`src/verilog/rtcmr_pkg.sv`:
```
/*
  constants, types and rule summary shared by both ends of the 4-bit
  real-time clock control link (mode page, reset controller, selects).
  assumes a single 100 MHz core clock on each end and no other bus.
*/
`default_nettype none
package rtcmr_pkg;
  // register addresses
  localparam logic [3:0] ADDR_MODE = 4'hd;
  localparam logic [3:0] ADDR_TEST = 4'he;
  localparam logic [3:0] ADDR_RESET = 4'hf;
  localparam logic [3:0] ADDR_SEL1224 = 4'ha;
  localparam logic [3:0] ADDR_LEAP = 4'hb;
  localparam logic [3:0] ADDR_TEN_HOUR = 4'h5;
  // reset-controller fields
  localparam int RST_ALARM_BIT = 0;
  localparam int RST_PRESC_BIT = 1;
  localparam int RST_16HZ_N_BIT = 2;
  localparam int RST_1HZ_N_BIT = 3;
  // reset values
  localparam logic [3:0] MODE_RESET = 4'h0;
  localparam logic [3:0] RESETCTL_RESET = 4'hc;
  // calibration patterns the host uses
  localparam logic [3:0] CAL_16HZ = 4'h8;
  localparam logic [3:0] CAL_1HZ = 4'h4;
  // crystal time base: 32.768 kHz tick made from the core clock
  localparam int CORE_HZ = 100000000;
  localparam int XTAL_HZ = 32768;
  localparam int XTAL_DIV = CORE_HZ / XTAL_HZ;
  localparam int PRESC_BITS = 15;
  // host access pulse: strobe held low this long
  localparam int STROBE_NS = 400;
  localparam int STROBE_CYC = (STROBE_NS * (CORE_HZ / 1000000) + 999) / 1000;
  // idle gap after a strobe: the device lets go of the data pins only
  // after its synchroniser sees the strobe end, so the next write waits
  localparam int RECOVER_CYC = 6;
  // address map pages
  typedef enum logic [1:0] {
    RTCMR_PAGE_COUNT = 2'b00,
    RTCMR_PAGE_ALARM = 2'b01,
    RTCMR_PAGE_RAM0 = 2'b10,
    RTCMR_PAGE_RAM1 = 2'b11
  } rtcmr_page_t;
endpackage
`default_nettype wire

```
`src/verilog/rtcmr_if.sv`:
```
/*
  pin-level link between host and clock device.
  assumes the bench resolves the data wire from the two enables.
*/
`timescale 1ns/1ps
`default_nettype none
interface rtcmr_if;
  logic cs; // high-true select from power-down detector
  logic cs_n; // low-true select from address decoder
  logic rd_n; // read strobe
  logic wr_n; // write strobe
  logic [3:0] addr; // address pins
  logic [3:0] host_d_o; // host data out
  logic host_d_oe; // host drives data
  logic [3:0] dev_d_o; // device data out
  logic dev_d_oe; // device drives data
  logic [3:0] d_i; // resolved data wire
  logic alarm_o; // alarm pin output value (always 0)
  logic alarm_oe; // open-drain pull low
  modport host (output cs, cs_n, rd_n, wr_n, addr, host_d_o, host_d_oe, input d_i, alarm_oe);
  modport dev (input cs, cs_n, rd_n, wr_n, addr, d_i, output dev_d_o, dev_d_oe, alarm_o, alarm_oe);
endinterface
`default_nettype wire

```
`src/verilog/rtcmr_dev.sv`:
```
/*
  device end: mode register, page decode, reset controller, leap and
  hour-format selectors, storage cells, prescaler and alarm pin.
  assumes asynchronous host strobes; they pass a 3-stage synchroniser.
*/
`timescale 1ns/1ps
`default_nettype none
module rtcmr_dev #(
  parameter int XTAL_DIV = rtcmr_pkg::XTAL_DIV
) (
  // clock and reset
  input wire logic CORE_CLK,
  input wire logic RESETN,
  // host pins
  rtcmr_if.dev LINK,
  // user side: alarm event and observed state
  input wire logic ALARM_EVENT,
  output logic [1:0] PAGE,
  output logic PM_FLAG,
  output logic LEAP_YEAR,
  output logic HOUR24,
  output logic SEC_TICK
);
  // raw strobe sampling: three stages each
  typedef struct packed {
    logic [2:0] rd_s;
    logic [2:0] wr_s;
    logic rd_act; // filtered qualified read level
    logic wr_act; // filtered qualified write level
    logic [1:0] mode; // page selector
    logic [1:0] en; // timer/alarm enable bits
    logic [3:0] test; // test register (write-only)
    logic [3:0] rst; // reset controller
    logic [1:0] leap; // leap counter
    logic sel24; // hour format
    logic [3:0] ten_hour; // tens-of-hours counter cell
    logic [3:0] year; // 1-year cell
    logic [12:0][3:0] alarm; // alarm page cells 0..C
    logic [12:0][3:0] ram0; // mode 10 storage
    logic [12:0][3:0] ram1; // mode 11 storage
    logic alarm_ff; // latched alarm indication
    logic [15:0] xdiv; // core-to-crystal divider
    logic [14:0] presc; // fifteen-stage prescaler
    logic sec_tick;
    logic [3:0] dout;
    logic doe;
    logic pin_low;
    logic pm; // afternoon indication, registered
    logic leap_yr; // leap-year indication, registered
  } rtcmr_dev_st_t;
  rtcmr_dev_st_t s_q, s_d;
  logic sel_ok; // both selects asserted
  logic rd_raw; // qualified read, unsynchronised
  logic wr_raw; // qualified write, unsynchronised
  logic wr_edge; // filtered write just began
  logic rd_now; // filtered read level
  logic xtick; // one crystal period elapsed
  logic [3:0] a; // address pins
  logic [3:0] wd; // data pins as seen by the device

  // page decode, shared by the write and read paths
  function automatic rtcmr_pkg::rtcmr_page_t page_of(input logic [1:0] m);
    return rtcmr_pkg::rtcmr_page_t'(m);
  endfunction

  // selects are combined with each strobe before sampling
  assign sel_ok = LINK.cs & ~LINK.cs_n;
  assign rd_raw = sel_ok & ~LINK.rd_n;
  assign wr_raw = sel_ok & ~LINK.wr_n;
  assign a = LINK.addr;
  assign wd = LINK.d_i;

  // next-state logic
  always_comb begin
    s_d = s_q;
    s_d.rd_s = {s_q.rd_s[1:0], rd_raw};
    s_d.wr_s = {s_q.wr_s[1:0], wr_raw};
    // change counts only when stages two and three agree; the price is
    // about four cycles of latency, so strobes must be far longer than that
    if (s_q.rd_s[1] == s_q.rd_s[2]) begin
      s_d.rd_act = s_q.rd_s[2];
    end
    if (s_q.wr_s[1] == s_q.wr_s[2]) begin
      s_d.wr_act = s_q.wr_s[2];
    end
    wr_edge = s_d.wr_act & ~s_q.wr_act;
    rd_now = s_q.rd_act;
    // crystal tick and prescaler
    xtick = (s_q.xdiv == 16'(XTAL_DIV - 1));
    s_d.xdiv = xtick ? 16'h0000 : s_q.xdiv + 16'h0001;
    s_d.sec_tick = 1'b0;
    if (xtick) begin
      s_d.presc = s_q.presc + 15'h0001;
      s_d.sec_tick = (s_q.presc == 15'h7fff);
    end
    // leap counter advances with each year cell step, on every sec_tick while en[1] is set
    if (s_q.sec_tick & s_q.en[1]) begin
      s_d.year = s_q.year + 4'h1;
      s_d.leap = s_q.leap + 2'b01;
    end
    // host write, on the rising edge of the qualified write level
    if (wr_edge) begin
      unique case (a)
        rtcmr_pkg::ADDR_MODE: begin
          // upper two bits carry the timer and alarm enables
          s_d.mode = wd[1:0];
          s_d.en = wd[3:2];
        end
        rtcmr_pkg::ADDR_TEST: s_d.test = wd;
        rtcmr_pkg::ADDR_RESET: begin
          s_d.rst = wd;
          if (wd[rtcmr_pkg::RST_ALARM_BIT]) begin
            s_d.alarm = '0;
            s_d.alarm_ff = 1'b0;
          end
          if (wd[rtcmr_pkg::RST_PRESC_BIT]) begin
            s_d.presc = '0;
            s_d.xdiv = '0;
          end
        end
        default: begin
          unique case (page_of(s_q.mode))
            rtcmr_pkg::RTCMR_PAGE_COUNT: begin
              if (a == rtcmr_pkg::ADDR_TEN_HOUR) begin
                s_d.ten_hour = {2'b00, wd[1:0]};
              end
              if (a == rtcmr_pkg::ADDR_LEAP) begin
                s_d.year = wd;
              end
            end
            rtcmr_pkg::RTCMR_PAGE_ALARM: begin
              if (a == rtcmr_pkg::ADDR_SEL1224) begin
                s_d.sel24 = wd[0];
              end else if (a == rtcmr_pkg::ADDR_LEAP) begin
                s_d.leap = wd[1:0];
              end else begin
                s_d.alarm[a] = wd;
              end
            end
            rtcmr_pkg::RTCMR_PAGE_RAM0: s_d.ram0[a] = wd;
            rtcmr_pkg::RTCMR_PAGE_RAM1: s_d.ram1[a] = wd;
          endcase
        end
      endcase
    end
    // alarm indication is sticky; an event in the cycle of a clear wins,
    // so an alarm is never lost to a clear racing it
    if (ALARM_EVENT & s_q.en[0]) begin
      s_d.alarm_ff = 1'b1;
    end
    // read data follows the address every cycle; drive waits for the
    // filtered read level
    s_d.doe = rd_now;
    s_d.dout = 4'h0;
    unique case (a)
      rtcmr_pkg::ADDR_MODE: s_d.dout = {s_q.en, s_q.mode};
      rtcmr_pkg::ADDR_TEST, rtcmr_pkg::ADDR_RESET: s_d.dout = 4'h0;
      default: begin
        unique case (page_of(s_q.mode))
          rtcmr_pkg::RTCMR_PAGE_COUNT: begin
            if (a == rtcmr_pkg::ADDR_TEN_HOUR) s_d.dout = s_q.ten_hour;
            else if (a == rtcmr_pkg::ADDR_LEAP) s_d.dout = s_q.year;
          end
          rtcmr_pkg::RTCMR_PAGE_ALARM: begin
            if (a == rtcmr_pkg::ADDR_SEL1224) s_d.dout = {3'b000, s_q.sel24};
            else if (a == rtcmr_pkg::ADDR_LEAP) s_d.dout = {2'b00, s_q.leap};
            else s_d.dout = s_q.alarm[a];
          end
          rtcmr_pkg::RTCMR_PAGE_RAM0: s_d.dout = s_q.ram0[a];
          rtcmr_pkg::RTCMR_PAGE_RAM1: s_d.dout = s_q.ram1[a];
        endcase
      end
    endcase
    // alarm pin: pulse trains take priority over the alarm flag
    if (!s_q.rst[rtcmr_pkg::RST_16HZ_N_BIT]) begin
      s_d.pin_low = ~s_q.presc[10];
    end else if (!s_q.rst[rtcmr_pkg::RST_1HZ_N_BIT]) begin
      s_d.pin_low = ~s_q.presc[14];
    end else begin
      s_d.pin_low = s_q.alarm_ff;
    end
    // status flags taken from the next state so the outputs are plain flops
    s_d.pm = ~s_d.sel24 & s_d.ten_hour[1];
    s_d.leap_yr = (s_d.leap == 2'b00);
  end

  // state register
  always_ff @(posedge CORE_CLK or negedge RESETN) begin
    if (!RESETN) begin
      s_q <= '0;
      s_q.rst <= rtcmr_pkg::RESETCTL_RESET;
      s_q.leap_yr <= 1'b1;
    end else begin
      s_q <= s_d;
    end
  end

  // outputs straight from flip-flops
  assign LINK.dev_d_o = s_q.dout;
  assign LINK.dev_d_oe = s_q.doe;
  // open-drain pin: only the enable moves, the value stays low
  assign LINK.alarm_o = 1'b0;
  assign LINK.alarm_oe = s_q.pin_low;
  assign PAGE = s_q.mode;
  assign PM_FLAG = s_q.pm;
  assign LEAP_YEAR = s_q.leap_yr;
  assign HOUR24 = s_q.sel24;
  assign SEC_TICK = s_q.sec_tick;
endmodule
`default_nettype wire

```
`src/flat_wrapper.sv`:
```
// flat-port wrapper written by rule: the top's interface ports become plain ports
module rtcmr_dev_flat 
#(
  parameter int XTAL_DIV = rtcmr_pkg::XTAL_DIV
)
  (CORE_CLK, RESETN, ALARM_EVENT, PAGE, PM_FLAG, LEAP_YEAR, HOUR24, SEC_TICK, LINK_cs, LINK_cs_n, LINK_rd_n, LINK_wr_n, LINK_addr, LINK_d_i, LINK_dev_d_o, LINK_dev_d_oe, LINK_alarm_o, LINK_alarm_oe);
  rtcmr_if LINK_i ();
  input wire logic CORE_CLK;
  input wire logic RESETN;
  input wire logic ALARM_EVENT;
  output logic [1:0] PAGE;
  output logic PM_FLAG;
  output logic LEAP_YEAR;
  output logic HOUR24;
  output logic SEC_TICK;
  input wire logic [$bits(LINK_i.cs)-1:0] LINK_cs;
  input wire logic [$bits(LINK_i.cs_n)-1:0] LINK_cs_n;
  input wire logic [$bits(LINK_i.rd_n)-1:0] LINK_rd_n;
  input wire logic [$bits(LINK_i.wr_n)-1:0] LINK_wr_n;
  input wire logic [$bits(LINK_i.addr)-1:0] LINK_addr;
  input wire logic [$bits(LINK_i.d_i)-1:0] LINK_d_i;
  output wire logic [$bits(LINK_i.dev_d_o)-1:0] LINK_dev_d_o;
  output wire logic [$bits(LINK_i.dev_d_oe)-1:0] LINK_dev_d_oe;
  output wire logic [$bits(LINK_i.alarm_o)-1:0] LINK_alarm_o;
  output wire logic [$bits(LINK_i.alarm_oe)-1:0] LINK_alarm_oe;
  assign LINK_i.cs = LINK_cs;
  assign LINK_i.cs_n = LINK_cs_n;
  assign LINK_i.rd_n = LINK_rd_n;
  assign LINK_i.wr_n = LINK_wr_n;
  assign LINK_i.addr = LINK_addr;
  assign LINK_i.d_i = LINK_d_i;
  assign LINK_dev_d_o = LINK_i.dev_d_o;
  assign LINK_dev_d_oe = LINK_i.dev_d_oe;
  assign LINK_alarm_o = LINK_i.alarm_o;
  assign LINK_alarm_oe = LINK_i.alarm_oe;
  rtcmr_dev #(.XTAL_DIV(XTAL_DIV)) u_core (.CORE_CLK(CORE_CLK), .RESETN(RESETN), .LINK(LINK_i), .ALARM_EVENT(ALARM_EVENT), .PAGE(PAGE), .PM_FLAG(PM_FLAG), .LEAP_YEAR(LEAP_YEAR), .HOUR24(HOUR24), .SEC_TICK(SEC_TICK));
endmodule
```
`config.mk`:
```
export PLATFORM = sky130hd
export DESIGN_NAME = rtcmr_dev_flat
export DESIGN_NICKNAME = d
export VERILOG_FILES = /design/src/verilog/rtcmr_pkg.sv /design/src/verilog/rtcmr_if.sv /design/src/verilog/rtcmr_dev.sv /design/src/flat_wrapper.sv
export SDC_FILE = /design/constraint.sdc
export NUM_CORES = 1
export LEC_CHECK = 0
export BUFFER_PORTS_ARGS = -buffer_cell sky130_fd_sc_hd__buf_2
export CELL_PAD_IN_SITES_DETAIL_PLACEMENT = 1
export CELL_PAD_IN_SITES_GLOBAL_PLACEMENT = 1
export CORE_MARGIN = 2
export CORE_UTILIZATION = 55
export DETAILED_ROUTE_END_ITERATION = 6
export GPL_TIMING_DRIVEN = 0
export PLACE_DENSITY_LB_ADDON = 0.08
export SYNTH_ARGS = -nofsm -noshare
export SYNTH_HDL_FRONTEND = slang
export SYNTH_SLANG_ARGS = --single-unit
```
`constraint.sdc`:
```
create_clock -name CORE_CLK -period 4.6 [get_ports CORE_CLK]
set_input_delay 0.69 -clock CORE_CLK [delete_from_list [all_inputs] [get_ports CORE_CLK]]
set_output_delay 0.69 -clock CORE_CLK [all_outputs]
set_load 0.01 [all_outputs]
```
==> results.toml, run 1 <==
[detailed_routing]
vias = 7610
via_per_inst = 6.42
routed_wirelength_um = 31400
wl_per_cell_um = 26.5
drtAntennaViolNets = 0
drc = 0
drtIter0Drc = 637
firstDrtPassIters = 5

[synthesis]
ys_seq_area_share_pct = 51.8
ys_types = 66
yosys-top-cells-area = "dfrtp_1 (51%), mux2_2 (13%), mux2i_1 (5.0%), mux4_2 (4.6%), nor2_1 (3.4%)"
ys_ff_latch = 215
synth_enable_flop_cells = 0
async_flop_share_pct = 100
yosysWarnings = 0
synth_top_cell_by_area = "dfrtp_1"
synth.cell_area_um2 = 10400
synth_flop_cell = "dfrtp_1"
syn-num-nets = 906
synthCells = 887
syn_avg_cell_area_um2 = 11.7
synth_top_area_share_pct = 51.1

[global_routing]
grt.overflow.total = 0
grtUsageTotal_pct = 32.3
grt_pass1_wl_um = 48800
grt_max_degree = 115
grt_pass1_vias = 8221
antenna_found_initial = 0

[critical_path]
cp-end-kind = "flop"
cp_slowest_stage_delay_ns = 0.93
cp_top_family = "simple AND/OR/NAND/NOR gates"
crit_path_start_kind = "flop"
cp_cell_sequence = "nand3b_1, nor3_1, and2_1, clkbuf_1, clkbuf_1, nor2_1"
path_max_fanout = 10
cp.required_ns = 4.99
worstPathBufferInverterCount = 2
worst-endpoint-arrival_ns = 3.28
slowest_stage = "nor3_1"
critPathKind = "flop to flop"
cp_common_cell = "clkbuf_1"

[floorplanning]
die_area_um2 = 20000
fp.coreArea_um2 = 18600
placementRows = 50
ioPinCount = 28
initial_core_util_pct = 55.7
die_x_um = 141
die_y_um = 141

[cells_and_area]
fin_cells = 1185
nFillCells = 1896
syn2layout_area_growth_pct = 11.6
drive_gt1_share_pct = 25.4
fin_area_um2 = 11600
fin_nets = 954
num_antenna_cells = 0

[clocking]
cts_resized = 0
cts_tree = "yes"
post_cts_buffers = 0
cts_num_sinks = 215
clk_latency_ns = 0.53
htree_levels = 1
cts_buffer_depth = 3
numCtsBuffers = 24
root_buffer = "clkbuf_16"
clk_pin_slew_ns = 0.06
cts_hold_buf = 0

[place]
placed_cells = 1143
io_buffers = 21
gp_congestion = 0.985
postPlaceCellArea_um2 = 10800
preCtsSetupSlack_ns = 1.45
hpwl_um = 21900

[sta]
fmax_ghz = 0.346
rsz0062_at_grt = "false"
period_minus_slack_ns = 2.89
worst_pin_slew_ns = 1.05
finalCritPeriodShare_pct = 62.8
setup_tns_ns = 0
whs_ns = 0.244
finalHoldViolCount = 0
fin_worst_skew_ns = 0.0104
slew_viol_final = 0
fin_ws_ns = 1.71
finalSetupViolCount = 0
slew-limit-headroom_pct = 29.0

[flow_run]
maxCapViolCount = 0

[power]
power_density_nw_per_um2 = 364
ir_worst_vdd_mv = 0.305
p_leak_nw = 5.65

[min_path]
hp-class = "input port to async pin"

[status]
outcome = "finished clean"
==> cells in the mapped netlist, drive strengths merged, types with 2 or more instances <==
master / instances
dfrtp: 212
mux2: 120
nor2: 95
nand2: 55
mux2i: 52
buf: 32
clkbuf: 31
o21ai: 30
a21oi: 26
nand4: 23
mux4: 21
nand3: 18
xor2: 18
inv: 16
nor3: 11
xnor2: 10
and3: 9
nand2b: 9
a221oi: 8
and2: 8
nor4: 8
a31oi: 6
a32oi: 6
nor2b: 5
ha: 4
o22ai: 4
a211oi: 3
a22o: 3
and3b: 3
and4: 3
dfstp: 3
or3: 3
a21boi: 2
a221o: 2
a22oi: 2
maj3: 2
o31ai: 2
or2: 2
or4b: 2
==> cells in the final DEF, fill, tap and decap left out, types with 4 or more instances in the layout <==
master | netlist | final
a21oi_1 | 26 | 26
a221oi_1 | 8 | 8
a31oi_1 | 6 | 6
a32oi_1 | 6 | 6
and2_1 | 7 | 7
and3_1 | 9 | 9
buf_1 | 6 | 6
buf_2 | 18 | 38
buf_4 | 8 | 8
clkbuf_1 | 31 | 33
clkbuf_16 | 0 | 24
clkbuf_8 | 0 | 7
clkinv_2 | 0 | 5
dfrtp_1 | 212 | 212
ha_1 | 4 | 4
inv_1 | 16 | 16
mux2_2 | 120 | 120
mux2i_1 | 52 | 52
mux4_2 | 21 | 21
nand2_1 | 54 | 54
nand2b_1 | 9 | 9
nand3_1 | 18 | 18
nand4_1 | 22 | 22
nor2_1 | 95 | 95
nor2b_1 | 5 | 5
nor3_1 | 11 | 11
nor4_1 | 4 | 4
o21ai_0 | 29 | 29
o22ai_1 | 4 | 4
xnor2_1 | 10 | 10
xor2_1 | 18 | 18
==> report_power, final <==
part,switching (mW),internal (mW),total [mW],leakage (nW)
Clock,0.793,1.07,1.86,0.375
Sequential,0.0591,1.95,2.01,2.80
Combinational,0.229,0.113,0.343,2.47
Total,1.08,3.13,4.22,5.65
==> cells by family after synthesis <==
| kind of cell | Yosys count | synth area share (%) |
|---|---|---|
| buf+inv | 79 | 3.36 |
| simple gates | 261 | 12.7 |
| flops | 215 | 51.8 |
| fa+ha+maj | 6 | 0.675 |
| compound gates | 104 | 6.46 |
| mux | 193 | 22.6 |
| xor+xnor | 28 | 2.36 |
| other cells | 1 | 0.0361 |
==> layout make-up <==
cell class | count | area (um2) | area share (%)
flip-flops and latches | 215 | 5380 | 46.5
clock buffers | 33 | 704 | 6.08
well taps | 234 | 293 | 2.53
repair buffers | 22 | 143 | 1.23
clock inverters | 9 | 63.8 | 0.551
plain buffers | 63 | 289 | 2.49
inverters | 16 | 60.1 | 0.518
multi-input cells | 593 | 4650 | 40.1
==> metal layers <==
layer / GRT usage, % / wire length [um]
met5: 0 / 0
met1: 41.5 / 12700
met4: 12.6 / 1330
met2: 53.7 / 15200
met3: 7.53 / 2210
==> stage by stage <==
stage | total power, mW | util [%]
2_1_floorplan | 2.23 | -
3_3_place_gp | 2.35 | 57.8
3_5_place_dp | 2.38 | 58.0
4_1_cts | 4.23 | 62.2
5_1_grt | 4.35 | 62.2
6_report | 4.22 | 62.2
==> final timing paths <==
check	start	end	slack, ns	cells past startpoint
min	RESETN	u_core.s_d[226]	0.24	1
min reg2reg	u_core.s_d[223]	u_core.s_d[224]	0.38	0
min in group CORE_CLK	LINK_rd_n	u_core.s_d[226]	0.31	2
max	u_core.s_q[220]	u_core.s_q[183]	1.71	6
max reg2reg	u_core.s_q[220]	u_core.s_q[183]	1.71	6
max in group asynchronous	RESETN	u_core.s_q[210]	3.33	2
==> worst reg2reg max path, cell delays in order, from the launching register on <==
cell      delay (ns)
dfrtp_1         0.38
nand3b_1        0.44
nor3_1          0.93
and2_1          0.23
clkbuf_1        0.20
clkbuf_1        0.45
nor2_1          0.12
Power figures use the tool's default switching activity.
==> run 2: changes to the inputs <==
Settings changed: CORE_UTILIZATION 55 to 51.
Clock period 4.6 ns to 2.9 ns, I/O delays scaled along.
==> run 2 against run 1 <==
Sequential cell count unchanged. Clock-buffer cell count decreased by 1. Via count decreased by 1.1%. Critical path depth unchanged. Cell area increased by 2.0%. Register-to-register slack got worse by 1.6 ns. Utilization decreased by 3.4 points. Sequential power increased by 59%. Hold slack got worse by 0.22 ns. Clock power increased by 92%. Largest power group is now the clock network.
==> results.toml, run 2 (synthesized netlist as in run 1, its figures left out) <==
[status]
outcome = "finished clean"

[floorplanning]
die_y_um = 147
die_area_um2 = 21500
fp.coreArea_um2 = 20100
initial_core_util_pct = 51.7
placementRows = 52
ioPinCount = 28
die_x_um = 147

[detailed_routing]
firstDrtPassIters = 5
routed_wirelength_um = 31700
vias = 7529
drc = 0
drtAntennaViolNets = 0
via_per_inst = 6.16
drtIter0Drc = 550
wl_per_cell_um = 26.0

[clocking]
clk_latency_ns = 0.53
numCtsBuffers = 24
cts_num_sinks = 215
cts_tree = "yes"
clk_pin_slew_ns = 0.06
cts_buffer_depth = 3
htree_levels = 1
cts_hold_buf = 0
root_buffer = "clkbuf_16"

[cells_and_area]
fin_nets = 954
final_cell_mix = "dfrtp_1 (212), mux2_2 (120), nor2_1 (95)"
layout_commonest_cell = "dfrtp_1"
num_antenna_cells = 0
drive_gt1_share_pct = 25.7
nFillCells = 2078
fin_area_um2 = 11800
fin_util_pct = 58.8
syn2layout_area_growth_pct = 13.8

[flow_run]
maxCapViolCount = 0

[global_routing]
grt_pass1_wl_um = 49300
grt_max_degree = 115
grtUsageTotal_pct = 30.1
grt.overflow.total = 0
grt_pass1_vias = 8271
antenna_found_initial = 0

[sta]
rsz0062_at_grt = "false"
fin_worst_skew_ns = 0.0200
slew_viol_final = 0
finalSetupViolCount = 0
fmax_ghz = 0.364
worst_pin_slew_ns = 1.10
finalCritPeriodShare_pct = 94.8
period_minus_slack_ns = 2.75
finalHoldViolCount = 0
fin_ws_ns = 0.152
slew-limit-headroom_pct = 25.8
whs_ns = 0.0215

[place]
preCtsSetupSlack_ns = -0.201
io_buffers = 21
hpwl_um = 22200
gp_congestion = 0.962
postPlaceCellArea_um2 = 10900

[power]
fin_total_pwr_mw = 7.32
power_density_nw_per_um2 = 619
p_leak_nw = 5.75
ir_worst_vdd_mv = 0.396

[critical_path]
crit_path_start_kind = "flop"
worst-endpoint-arrival_ns = 3.13
path_max_fanout = 10
critPathKind = "flop to flop"
ff2ff_path_depth = 6
cp-end-kind = "flop"
cp.required_ns = 3.28

[min_path]
hp-class = "input port to async pin"
==> run 2: changes by cell type in the layout (fill, tap and decap cells not counted) <==
cell and delta:
bufinv_16 +7, clkbuf_16 +1, clkbuf_8 -2, clkinv_2 -1, clkinv_4 +1, clkinv_8 -1, clkinvlp_4 -3, nor3_1 -1
nor3_4 +1
==> run 2: path summary, 6_finish.rpt <==
| check | from | to | slack, ns |
|---|---|---|---|
| setup / recovery | u_core.s_q[220] | u_core.s_q[148] | 0.15 |
| hold / removal | RESETN | async pin | 0.02 |
| setup reg to reg | u_core.s_q[220] | u_core.s_q[148] | 0.15 |
| hold reg to reg | u_core.s_d[226] | u_core.s_d[227] | 0.35 |
| max in group asynchronous | RESETN | u_core.s_q[211] | 1.89 |
| min in group CORE_CLK | LINK_rd_n | u_core.s_d[226] | 0.05 |
==> run 2: timing repair <==
action                                  CTS  global route
resized for setup                         1             1
endpoints found under the setup margin   30            10
setup buffers                             0             0
pin swaps                                 0             1
endpoints found under the hold margin     0             0
==> run 2: power by group <==
part           switching [mW]  internal (mW)  total [mW]
sequential             0.0959           3.09        3.19
clock                    1.26           2.32        3.58
combinational           0.368          0.179       0.547
total                    1.73           5.59        7.32
==> run 2: per-layer routing <==
layer | GRT usage [%] | share of wire [%]
met2 | 50.6 | 49
met1 | 39.7 | 41
met4 | 10.7 | 3.9
met5 | 0 | 0
met3 | 5.40 | 6.0
==> run 2: cell type report <==
type | count | area (um2) | area share, %
sequential | 215 | 5380 | 45.6
multi-input combinational | 593 | 4660 | 39.5
clock buffer | 32 | 702 | 5.94
tap | 270 | 338 | 2.86
buffer | 63 | 289 | 2.45
clock inverter | 12 | 239 | 2.02
timing repair buffer | 22 | 143 | 1.21
inverter | 16 | 60.1 | 0.508
==> run 2: worst max-delay path: stages (launching register included) <==
cell	delay (ns)
dfrtp_1	0.39
nand3b_1	0.56
nor3_4	0.58
and2_1	0.19
clkbuf_1	0.24
clkbuf_1	0.49
nor2_1	0.14
==> run 2: through the flow <==
step | std cells | setup TNS, ns
global placement | 1178 | -433.16
floorplan | 887 | 0
finish | 1223 | 0
CTS | 1223 | 0
global route | 1223 | 0
detailed placement | 1179 | -2.32
